<file path="src/shared/erp_consts.svh">
/*
  constants for the exception return pointer block: register byte
  offsets, field positions, reset values and event bit positions.
  assumes inclusion by bare name from the package and the modules.
*/
`ifndef ERP_CONSTS_SVH
`define ERP_CONSTS_SVH
// How it works
// - enable bit 0 off, 1 on, dispatch-loaded, RW
// - exception entry copies current pointer into saved pointer
// - then state set to 1, jump to handler
// - illegal opcode saves IP, software saves next
// - external halt is asynchronous, no faulting instruction
// - state 1 to 0 reloads pointer from saved
// - handler may rewrite saved pointer before returning
// - saved pointer keeps bits 31:3, low bits zero
`define ERP_OFF_CTRL 8'h00
`define ERP_OFF_SRP 8'h04
`define ERP_OFF_HANDLER 8'h08
`define ERP_OFF_STATUS 8'h0c
`define ERP_OFF_MASK 8'h10
`define ERP_OFF_CAUSE 8'h14
`define ERP_CAUSE_W 2
`define ERP_CTRL_STATE_BIT 0
`define ERP_CTRL_EN_BIT 1
`define ERP_PTR_LOW_MASK 32'hffff_fff8
`define ERP_INSN_STEP 32'h0000_0008
`define ERP_RST_PTR 32'h0000_0000
`define ERP_RST_EN 1'b0
`define ERP_EV_W 4
`define ERP_EV_ILLEGAL 0
`define ERP_EV_SOFTWARE 1
`define ERP_EV_HALT 2
`define ERP_EV_RETURN 3
`define ERP_RST_EV 4'h0
`endif

</file>
<file path="src/shared/erp_pkg.sv">
/*
  types shared by the exception return pointer block.
  assumes erp_consts.svh is reachable on the include path.
*/
`include "erp_consts.svh"
package erp_pkg;
  typedef enum logic [1:0] {
    ERP_RUN = 2'b00,
    ERP_HANDLER = 2'b01,
    ERP_RETURN = 2'b10
  } erp_state_e;
  typedef enum logic [1:0] {
    ERP_CAUSE_NONE = 2'b00,
    ERP_CAUSE_ILLEGAL = 2'b01,
    ERP_CAUSE_SOFTWARE = 2'b10,
    ERP_CAUSE_HALT = 2'b11
  } erp_cause_e;
  typedef struct packed {
    erp_state_e state;
    logic exc_state;
    logic exc_en;
    logic [31:0] srp;
    logic [31:0] handler;
    erp_cause_e cause;
    logic redirect_valid;
    logic [31:0] redirect_ip;
    logic [`ERP_EV_W-1:0] events;
  } erp_top_s;
  typedef struct packed {
    logic pready;
    logic pslverr;
    logic [31:0] prdata;
  } erp_apb_s;
  typedef struct packed {
    logic [`ERP_EV_W-1:0] status;
    logic [`ERP_EV_W-1:0] mask;
    logic irq;
  } erp_irq_s;
  // pointers hold bits 31:3 only
  function automatic logic [31:0] erp_align(input logic [31:0] v);
    erp_align = v & `ERP_PTR_LOW_MASK;
  endfunction
endpackage

</file>
<file path="src/shared/erp_if.sv">
/*
  register access carrier between the apb slave and the register owner.
  assumes one clock; write strobe is a single-cycle pulse.
*/
`timescale 1ns/1ps
interface erp_if;
  logic wr;
  logic [7:0] addr;
  logic [31:0] wdata;
  logic [31:0] rdata;
  logic hit;
  modport bus (output wr, output addr, output wdata, input rdata, input hit);
  modport regs (input wr, input addr, input wdata, output rdata, output hit);
endinterface

</file>
<file path="src/erp_apb.sv">
/*
  apb slave with one wait state; read data and error are registered.
  assumes the register owner answers rdata and hit combinationally.
*/
`timescale 1ns/1ps
`include "erp_consts.svh"
module erp_apb (
  // clock and reset
  input wire logic pclk,
  input wire logic presetn,
  input wire logic ce,
  // apb
  input wire logic psel,
  input wire logic penable,
  input wire logic pwrite,
  input wire logic [7:0] paddr,
  input wire logic [31:0] pwdata,
  output logic [31:0] prdata,
  output logic pready,
  output logic pslverr,
  // register side
  erp_if.bus rb
);
  import erp_pkg::*;
  erp_apb_s r;
  erp_apb_s next_r;
  logic access;
  assign access = psel & penable;
  assign rb.addr = paddr;
  assign rb.wdata = pwdata;
  // write lands only at the edge where pready is seen high
  assign rb.wr = access & r.pready & pwrite & rb.hit;
  always_comb begin
    next_r = r;
    next_r.pready = access & ~r.pready;
    if (access && !r.pready) begin
      next_r.prdata = (pwrite || !rb.hit) ? 32'h0000_0000 : rb.rdata;
      next_r.pslverr = ~rb.hit;
    end
  end
  always_ff @(posedge pclk or negedge presetn) begin
    if (!presetn) begin
      r <= '0;
    end else if (ce) begin
      r <= next_r;
    end
  end
  assign prdata = r.prdata;
  assign pready = r.pready;
  assign pslverr = r.pslverr;
endmodule

</file>
<file path="src/erp_irq.sv">
/*
  sticky event status, mask and one level interrupt.
  assumes events are one-cycle pulses from the register owner.
*/
`timescale 1ns/1ps
`include "erp_consts.svh"
module erp_irq (
  // clock and reset
  input wire logic pclk,
  input wire logic presetn,
  input wire logic ce,
  // events and software access
  input wire logic [`ERP_EV_W-1:0] events,
  input wire logic wr_status,
  input wire logic wr_mask,
  input wire logic [`ERP_EV_W-1:0] wdata,
  // state
  output logic [`ERP_EV_W-1:0] status,
  output logic [`ERP_EV_W-1:0] mask,
  output logic irq
);
  import erp_pkg::*;
  erp_irq_s r;
  erp_irq_s next_r;
  always_comb begin
    next_r = r;
    // a set in the clearing cycle survives
    if (wr_status) begin
      next_r.status = r.status & ~wdata;
    end
    next_r.status = next_r.status | events;
    if (wr_mask) begin
      next_r.mask = wdata;
    end
    next_r.irq = |(next_r.status & next_r.mask);
  end
  always_ff @(posedge pclk or negedge presetn) begin
    if (!presetn) begin
      r <= '0;
    end else if (ce) begin
      r <= next_r;
    end
  end
  assign status = r.status;
  assign mask = r.mask;
  assign irq = r.irq;
endmodule

</file>
<file path="src/erp_top.sv">
/*
  exception entry and return for one thread's instruction pointer:
  saves the return pointer, redirects to the handler, restores on return.
  assumes the execution unit follows redirect_valid on the next cycle and
  that dispatch, cur_ip and exception pulses are synchronous to pclk.
*/
`timescale 1ns/1ps
`include "erp_consts.svh"
module erp_top (
  // clock, reset, enable
  input wire logic pclk,
  input wire logic presetn,
  input wire logic ce,
  // apb
  input wire logic psel,
  input wire logic penable,
  input wire logic pwrite,
  input wire logic [7:0] paddr,
  input wire logic [31:0] pwdata,
  output logic [31:0] prdata,
  output logic pready,
  output logic pslverr,
  // thread dispatch
  input wire logic dispatch,
  input wire logic dispatch_exc_en,
  // execution unit
  input wire logic [31:0] cur_ip,
  input wire logic exc_illegal,
  input wire logic exc_software,
  input wire logic exc_halt,
  // redirect and state
  output logic redirect_valid,
  output logic [31:0] redirect_ip,
  output logic exc_state,
  output logic exc_enable,
  // interrupt
  output logic irq
);
  import erp_pkg::*;

  ////////////////////////////////////////////////////////////////////////
  // declarations

  erp_top_s r;
  erp_top_s next_r;
  erp_if rb ();
  logic [`ERP_EV_W-1:0] ev_status;
  logic [`ERP_EV_W-1:0] ev_mask;
  logic wr_ctrl;
  logic wr_srp;
  logic wr_handler;
  logic wr_status;
  logic wr_mask;
  logic take;
  logic sync_fault;
  logic [31:0] save_ip;
  erp_cause_e save_cause;
  logic ret_req;
  logic [31:0] wr_ptr;

  ////////////////////////////////////////////////////////////////////////
  // helpers

  // fixed priority: halt, then illegal, then software
  function automatic erp_cause_e pick_cause(input logic halt, input logic illegal, input logic software);
    pick_cause = ERP_CAUSE_NONE;
    if (halt) begin
      pick_cause = ERP_CAUSE_HALT;
    end else if (illegal) begin
      pick_cause = ERP_CAUSE_ILLEGAL;
    end else if (software) begin
      pick_cause = ERP_CAUSE_SOFTWARE;
    end
  endfunction

  // return point per cause; only bits 31:3 are kept
  function automatic logic [31:0] save_point(input erp_cause_e c, input logic [31:0] ip);
    case (c)
      ERP_CAUSE_SOFTWARE: begin
        // resume after the trapping instruction
        save_point = erp_align(ip + `ERP_INSN_STEP);
      end
      ERP_CAUSE_ILLEGAL: begin
        // retry the faulting instruction
        save_point = erp_align(ip);
      end
      ERP_CAUSE_HALT: begin
        // no faulting instruction: pointer of the interrupted flow
        save_point = erp_align(ip);
      end
      default: begin
        // no cause: never captured, kept aligned anyway
        save_point = erp_align(ip);
      end
    endcase
  endfunction

  // one status bit per cause
  function automatic logic [`ERP_EV_W-1:0] cause_event(input erp_cause_e c);
    cause_event = `ERP_RST_EV;
    case (c)
      ERP_CAUSE_ILLEGAL: begin
        cause_event[`ERP_EV_ILLEGAL] = 1'b1;
      end
      ERP_CAUSE_SOFTWARE: begin
        cause_event[`ERP_EV_SOFTWARE] = 1'b1;
      end
      ERP_CAUSE_HALT: begin
        cause_event[`ERP_EV_HALT] = 1'b1;
      end
      default: begin
        cause_event = `ERP_RST_EV;
      end
    endcase
  endfunction

  // reserved control bits read as zero
  function automatic logic [31:0] ctrl_word(input logic st, input logic en);
    ctrl_word = 32'h0000_0000;
    ctrl_word[`ERP_CTRL_STATE_BIT] = st;
    ctrl_word[`ERP_CTRL_EN_BIT] = en;
  endfunction

  // event registers sit in the low bits of the word
  function automatic logic [31:0] ev_word(input logic [`ERP_EV_W-1:0] v);
    ev_word = 32'h0000_0000;
    ev_word[`ERP_EV_W-1:0] = v;
  endfunction

  // a dispatch starts a fresh thread: enable reloaded, state cleared,
  // pending redirect dropped; srp is left as it was
  function automatic erp_top_s dispatch_load(input erp_top_s s, input logic en);
    dispatch_load = s;
    dispatch_load.exc_en = en;
    dispatch_load.exc_state = 1'b0;
    dispatch_load.state = ERP_RUN;
    dispatch_load.redirect_valid = 1'b0;
  endfunction

  ////////////////////////////////////////////////////////////////////////
  // bus slave

  erp_apb u_apb (
    .pclk(pclk),
    .presetn(presetn),
    .ce(ce),
    .psel(psel),
    .penable(penable),
    .pwrite(pwrite),
    .paddr(paddr),
    .pwdata(pwdata),
    .prdata(prdata),
    .pready(pready),
    .pslverr(pslverr),
    .rb(rb.bus)
  );

  ////////////////////////////////////////////////////////////////////////
  // write decode

  // one strobe per register except cause; only a completed access gets here
  always_comb begin
    wr_ctrl = 1'b0;
    wr_srp = 1'b0;
    wr_handler = 1'b0;
    wr_status = 1'b0;
    wr_mask = 1'b0;
    if (rb.wr) begin
      case (rb.addr)
        `ERP_OFF_CTRL: begin
          wr_ctrl = 1'b1;
        end
        `ERP_OFF_SRP: begin
          wr_srp = 1'b1;
        end
        `ERP_OFF_HANDLER: begin
          wr_handler = 1'b1;
        end
        `ERP_OFF_STATUS: begin
          wr_status = 1'b1;
        end
        `ERP_OFF_MASK: begin
          wr_mask = 1'b1;
        end
        default: begin
          wr_ctrl = 1'b0;
        end
      endcase
    end
  end

  // write of a zero state bit; it acts only inside the handler
  assign ret_req = wr_ctrl & ~rb.wdata[`ERP_CTRL_STATE_BIT];
  assign wr_ptr = erp_align(rb.wdata);

  ////////////////////////////////////////////////////////////////////////
  // read mux

  always_comb begin
    rb.hit = 1'b1;
    rb.rdata = 32'h0000_0000;
    case (rb.addr)
      `ERP_OFF_CTRL: begin
        rb.rdata = ctrl_word(r.exc_state, r.exc_en);
      end
      `ERP_OFF_SRP: begin
        rb.rdata = erp_align(r.srp);
      end
      `ERP_OFF_HANDLER: begin
        rb.rdata = erp_align(r.handler);
      end
      `ERP_OFF_STATUS: begin
        rb.rdata = ev_word(ev_status);
      end
      `ERP_OFF_MASK: begin
        rb.rdata = ev_word(ev_mask);
      end
      `ERP_OFF_CAUSE: begin
        rb.rdata[`ERP_CAUSE_W-1:0] = r.cause;
      end
      default: begin
        // unmapped: error answer with zero data
        rb.hit = 1'b0;
      end
    endcase
  end

  ////////////////////////////////////////////////////////////////////////
  // exception selection

  // halt outranks the instruction faults; it is never masked by the
  // enable bit since it comes from outside the thread
  assign sync_fault = r.exc_en & (exc_illegal | exc_software);
  // exceptions in the handler or return cycle are dropped
  assign take = (r.state == ERP_RUN) & ~dispatch & (exc_halt | sync_fault);
  assign save_cause = pick_cause(exc_halt, exc_illegal, exc_software);
  assign save_ip = save_point(save_cause, cur_ip);

  ////////////////////////////////////////////////////////////////////////
  // next state

  always_comb begin
    next_r = r;
    next_r.redirect_valid = 1'b0;
    next_r.events = `ERP_RST_EV;

    if (wr_handler) begin
      next_r.handler = wr_ptr;
    end

    // handler may retarget the return; hardware capture wins a tie
    if (wr_srp) begin
      next_r.srp = wr_ptr;
    end

    if (wr_ctrl) begin
      next_r.exc_en = rb.wdata[`ERP_CTRL_EN_BIT];
    end

    // entry and return pass through the states in order
    case (r.state)
      ERP_RUN: begin
        if (take) begin
          next_r.srp = save_ip;
          next_r.cause = save_cause;
          next_r.exc_state = 1'b1;
          next_r.redirect_valid = 1'b1;
          next_r.redirect_ip = erp_align(r.handler);
          next_r.state = ERP_HANDLER;
          next_r.events = cause_event(save_cause);
        end
      end
      ERP_HANDLER: begin
        // only a 1 to 0 change returns; writing 1 again is harmless
        if (ret_req) begin
          next_r.exc_state = 1'b0;
          next_r.state = ERP_RETURN;
        end
      end
      ERP_RETURN: begin
        // srp read here so a write in the clearing access is honoured
        next_r.redirect_valid = 1'b1;
        next_r.redirect_ip = erp_align(r.srp);
        next_r.events[`ERP_EV_RETURN] = 1'b1;
        next_r.state = ERP_RUN;
      end
      default: begin
        next_r.state = ERP_RUN;
        next_r.exc_state = 1'b0;
      end
    endcase

    // dispatch beats the bus and the exception inputs
    if (dispatch) begin
      next_r = dispatch_load(next_r, dispatch_exc_en);
    end
  end

  ////////////////////////////////////////////////////////////////////////
  // state register

  // srp has no meaningful reset value; zero is only for determinism
  always_ff @(posedge pclk or negedge presetn) begin
    if (!presetn) begin
      r.state <= ERP_RUN;
      r.exc_state <= 1'b0;
      r.exc_en <= `ERP_RST_EN;
      r.srp <= `ERP_RST_PTR;
      r.handler <= `ERP_RST_PTR;
      r.cause <= ERP_CAUSE_NONE;
      r.redirect_valid <= 1'b0;
      r.redirect_ip <= `ERP_RST_PTR;
      r.events <= `ERP_RST_EV;
    end else if (ce) begin
      r <= next_r;
    end
  end

  ////////////////////////////////////////////////////////////////////////
  // interrupts

  // status and mask live in the interrupt block
  erp_irq u_irq (
    .pclk(pclk),
    .presetn(presetn),
    .ce(ce),
    .events(r.events),
    .wr_status(wr_status),
    .wr_mask(wr_mask),
    .wdata(rb.wdata[`ERP_EV_W-1:0]),
    .status(ev_status),
    .mask(ev_mask),
    .irq(irq)
  );

  ////////////////////////////////////////////////////////////////////////
  // outputs

  // plain flops, no logic after them
  assign redirect_valid = r.redirect_valid;
  assign redirect_ip = r.redirect_ip;
  assign exc_state = r.exc_state;
  assign exc_enable = r.exc_en;
endmodule

</file>
<file path="config.mk">
export PLATFORM = sky130hd
export DESIGN_NAME = erp_top
export DESIGN_NICKNAME = d
export VERILOG_FILES = /design/src/shared/erp_pkg.sv /design/src/shared/erp_if.sv /design/src/erp_apb.sv /design/src/erp_irq.sv /design/src/erp_top.sv
export VERILOG_INCLUDE_DIRS = /design/src /design/src/shared
export SDC_FILE = /design/constraint.sdc
export NUM_CORES = 1
export LEC_CHECK = 0
export BUFFER_PORTS_ARGS = -buffer_cell sky130_fd_sc_hd__buf_2
export CORE_MARGIN = 3
export CORE_UTILIZATION = 30
export CTS_CLUSTER_DIAMETER = 80
export DETAILED_ROUTE_END_ITERATION = 6
export SLEW_MARGIN = 30
export SYNTH_ARGS = -nofsm -noshare
export SYNTH_HDL_FRONTEND = slang
export SYNTH_SLANG_ARGS = --single-unit
</file>
<file path="constraint.sdc">
create_clock -name pclk -period 1.7 [get_ports pclk]
set_input_delay 0.34 -clock pclk [delete_from_list [all_inputs] [get_ports pclk]]
set_output_delay 0.34 -clock pclk [all_outputs]
set_load 0.05 [all_outputs]
</file>
==> summary.md <==
The number of input and output port buffers inserted is 146. Final critical path time including I/O delays and setup: 1.63 ns. The H-tree was split into 4 levels. The tools report the number of global-route vias before repair as 6291. The number of failing hold endpoints at the final stage was 0; the design internal power was 7260 µW. Source of the worst register-to-register timing path: exc_enable. The commonest cells after synthesis are sky130_fd_sc_hd__dfrtp_1 (141), sky130_fd_sc_hd__a21oi_1 (63), sky130_fd_sc_hd__a22oi_1 (61), sky130_fd_sc_hd__nand2_1 (54).

The die is 159 µm wide. Yosys mapped the design onto 50 distinct sky130hd cell types. The worst hold path belongs to the class input pin to flop.

After detailed routing, the average wire length per cell comes to 18.1 µm. In this run the mean area of a mapped cell was 9.95 µm². Counting every sink on the clock net gives 141. Summed over all cells, the static leakage comes to 0.00424 µW. Yosys printed 0 warnings.

At the worst endpoint, the arrival time is 1.93 ns. For the maximum buffer depth of the clock tree, the log shows 2. The worst-case setup margin in the final layout is 0.0684 ns, and the via count is 6137.

Hold timing on the final database bottoms out at a slack of 0.144 ns. Row generation in the floorplan step produced 55 rows. The ratio of total power to cell area works out to 1250 nW/µm². The run gives 0.07 ns as the flop-to-flop setup slack. The category of the worst setup path launch point is a flop. Cell with the most instances after synthesis: sky130_fd_sc_hd__dfrtp_1.

Compared with the post-synthesis result, the final layout area differs by 31.4%. In this run the standard cell core region covers 22800 µm². The run gives 708 as the number of instances in the synthesized netlist.

TritonCTS built the clock tree. For the maximum resistive drop on vdd, the log shows 602 µV. The total grt overflow is 0. The combinational share of power came out at 29.9%. In this run switching power makes up 37.1% of total power. In this run the critical register-to-register path is captured at redirect_ip[6].

Post-synthesis instance area: 7050 µm². The worst hold path begins at pwdata[23]. The I/O pin total is 153. In this run the vertical extent of the chip is 159 µm.

Worst reg2reg path depth: 6. The biggest fanout along the worst timing path was 32; the global-route wire length before repair was 34900 µm. The number of flops mapped to enable cells by yosys works out to 0. Final max-slew violation count: 0.

The most used flip-flop cell after synthesis is sky130_fd_sc_hd__dfrtp_1. The portion of synthesized cell area occupied by the leading cell type works out to 50.1%. The worst clock skew is 0.0109 ns. The share of async-settable or async-resettable flops after synthesis is 100%. The clock insertion delay at the later pin of the skew report is 0.42 ns. The critical path is of the flop to flop type.

The tools report the final design utilization as 40.5%. Post-route antenna net violation count: 0. In this run, CTS created clock tree buffers numbering 17. Across the run, the number of max-cap violations was 0. The post-route netlist has 33.3% of its cells at a drive strength greater than 1.

The synthesized design contains 141 register bits. The initial antenna violation count is 3, and the final weighted congestion in routability-driven placement is 0.839. The area enclosed by the die boundary came out at 25400 µm². For this configuration, the core starts out at a cell density of 30.8%.

The tools report the power dissipated by switching net loads as 4290 µW. For this run, the number of standard cells in the final layout without fillers is 1219. The worst setup path is captured at a flop.

The first detailed-routing pass ran for 5 iterations. The count of final setup violators was 0; the detail-routed via count per cell was 5.03. Yosys attributes the largest share of cell area to sky130_fd_sc_hd__dfrtp_1 (50%), sky130_fd_sc_hd__a22oi_1 (6.5%), sky130_fd_sc_hd__a21oi_1 (4.5%). The post-synthesis cell type with the largest combined area was sky130_fd_sc_hd__dfrtp_1. The final critical-path share of the clock period was 96.0%. The run gives 39.0% as the sequential group share of total power. The clock-pin transition on the worst setup and hold timing paths was 0.06 ns; the data required time at the worst endpoint was 2.00 ns. Summed over all failing endpoints, the final setup total negative slack is 0 ns. The proportion of synthesized chip area in sequential cells was 50.1%; the relative contribution of the clock network to total power was 31.1%. The buffer type at the clock tree root was sky130_fd_sc_hd__clkbuf_16.

For this run, design rule violations remaining after detail routing come to 0. For the final layout net count, the log shows 977. The path with the worst hold slack has its endpoint at r[62].

Detailed placement finished with a half-perimeter wire length of 15900 µm. The upper clock frequency limit is 613 MHz. Global routing consumed, over all layers together, 17.5% of the routing resources. Prior to clock tree synthesis, the placed netlist has a worst setup slack of -0.371 ns. Summed over all layers, the routed wires come to 22000 µm.

Number of DRC markers in iteration 0: 378. The run finished with clean final reports. The worst hold path passes through 2 cells. After detailed placement, the design holds a cell count of 1184. Entering global routing, the biggest net connects 57 pins.
[metal layers]
metal,track usage [%],wire length (µm)
met1,23.4,9940
met2,27.2,10200
met3,4.94,1370
met4,6.13,468
met5,0,7
[state kept, by name, summed over array words and instances, names as in the netlist]
register	flops
exc_enable	1
exc_state	1
u_apb.pready	1
u_apb.pslverr	1
u_irq.irq	1
u_irq.mask	4
u_apb.prdata	32
redirect_ip	29
r	66
u_irq.status	4
redirect_valid	1
[power groups by stage]
stage	Clock, µW	Combinational, µW	Sequential (µW)
after floorplan	0	2830	4500
after global placement	0	3400	4510
after detailed placement	0	3420	4540
after CTS	3680	3440	4490
after global routing	3840	3730	4590
final	3590	3450	4500
[critical path, cell delays in order (launching register included)]
cell                      delay, ns
sky130_fd_sc_hd__dfrtp_2       0.45
sky130_fd_sc_hd__o21a_2        0.17
sky130_fd_sc_hd__o21a_4        0.23
sky130_fd_sc_hd__o211a_2       0.29
sky130_fd_sc_hd__buf_12        0.17
sky130_fd_sc_hd__nor2_1        0.12
sky130_fd_sc_hd__a21oi_1       0.05
[layout make-up]
cell class                 instances  area, µm²
inverter                          14       52.6
multi-input combinational        480       3120
sequential                       141       3530
tap                              313        392
fill                            2339      13600
timing repair buffer             239       1600
clock buffer                      23        468
antenna                            2       5.00
clock inverter                     7       90.1
[stage by stage]
| step | total power [µW] | area (µm²) |
|---|---|---|
| after floorplan | 7330 | 7100 |
| after global placement | 7910 | 8620 |
| after detailed placement | 7960 | 8620 |
| after CTS | 11600 | 9190 |
| after global routing | 12200 | 9260 |
| final | 11500 | 9260 |
[logic make-up (layout without fill, tap and decap cells)]
family                     count (synthesis)  after routing  synth area share, %
AOI/OAI and AO/OA                        223            223                 19.6
and+or+nand+nor                          185            185                 13.2
DFF                                      141            141                 50.1
buffers and inverters                     89            283                 7.08
muxes                                     40             40                 6.34
xor gates and xnor gates                  28             28                 3.48
adders and majority gates                  1              1                0.178
other                                      1              5               0.0532
[placed cells by master, fill, tap and decap left out, drive strengths merged, types with 3 or more instances in the layout]
cell,instances
nand2b,5
xnor2,4
a22o,4
nand3,19
buf,238
nand4,17
nor4,6
inv,14
o21a,4
a31oi,3
a21oi,63
xor2,24
conb,3
or3,3
mux2i,3
o21ai,50
nor3,11
a21o,4
and3,10
a22oi,61
clkinv,3
o22ai,24
nor2,49
dfrtp,141
mux2,37
clkbuf,23
nand2,54
and2,4
[repair_timing]
item                                   in CTS  in global routing
hold buffers                                1                  0
gates resized for setup                     1                 12
setup endpoints to repair                  40                 74
endpoints found under the hold margin      14                  0
setup buffers                               0                  2
pin swaps                                   0                  2
[worst max path at each step]
stage                    start              to  slack (ns)
floorplan             paddr[5]           r[43]       -0.06
global placement      paddr[1]           r[89]       -0.36
detailed placement    paddr[5]           r[87]       -0.37
CTS                     r[106]           r[87]      -0.009
global route            r[105]          r[106]       -0.02
finish              exc_enable  redirect_ip[6]        0.07
No activity file was read; power rests on OpenSTA's default activity.
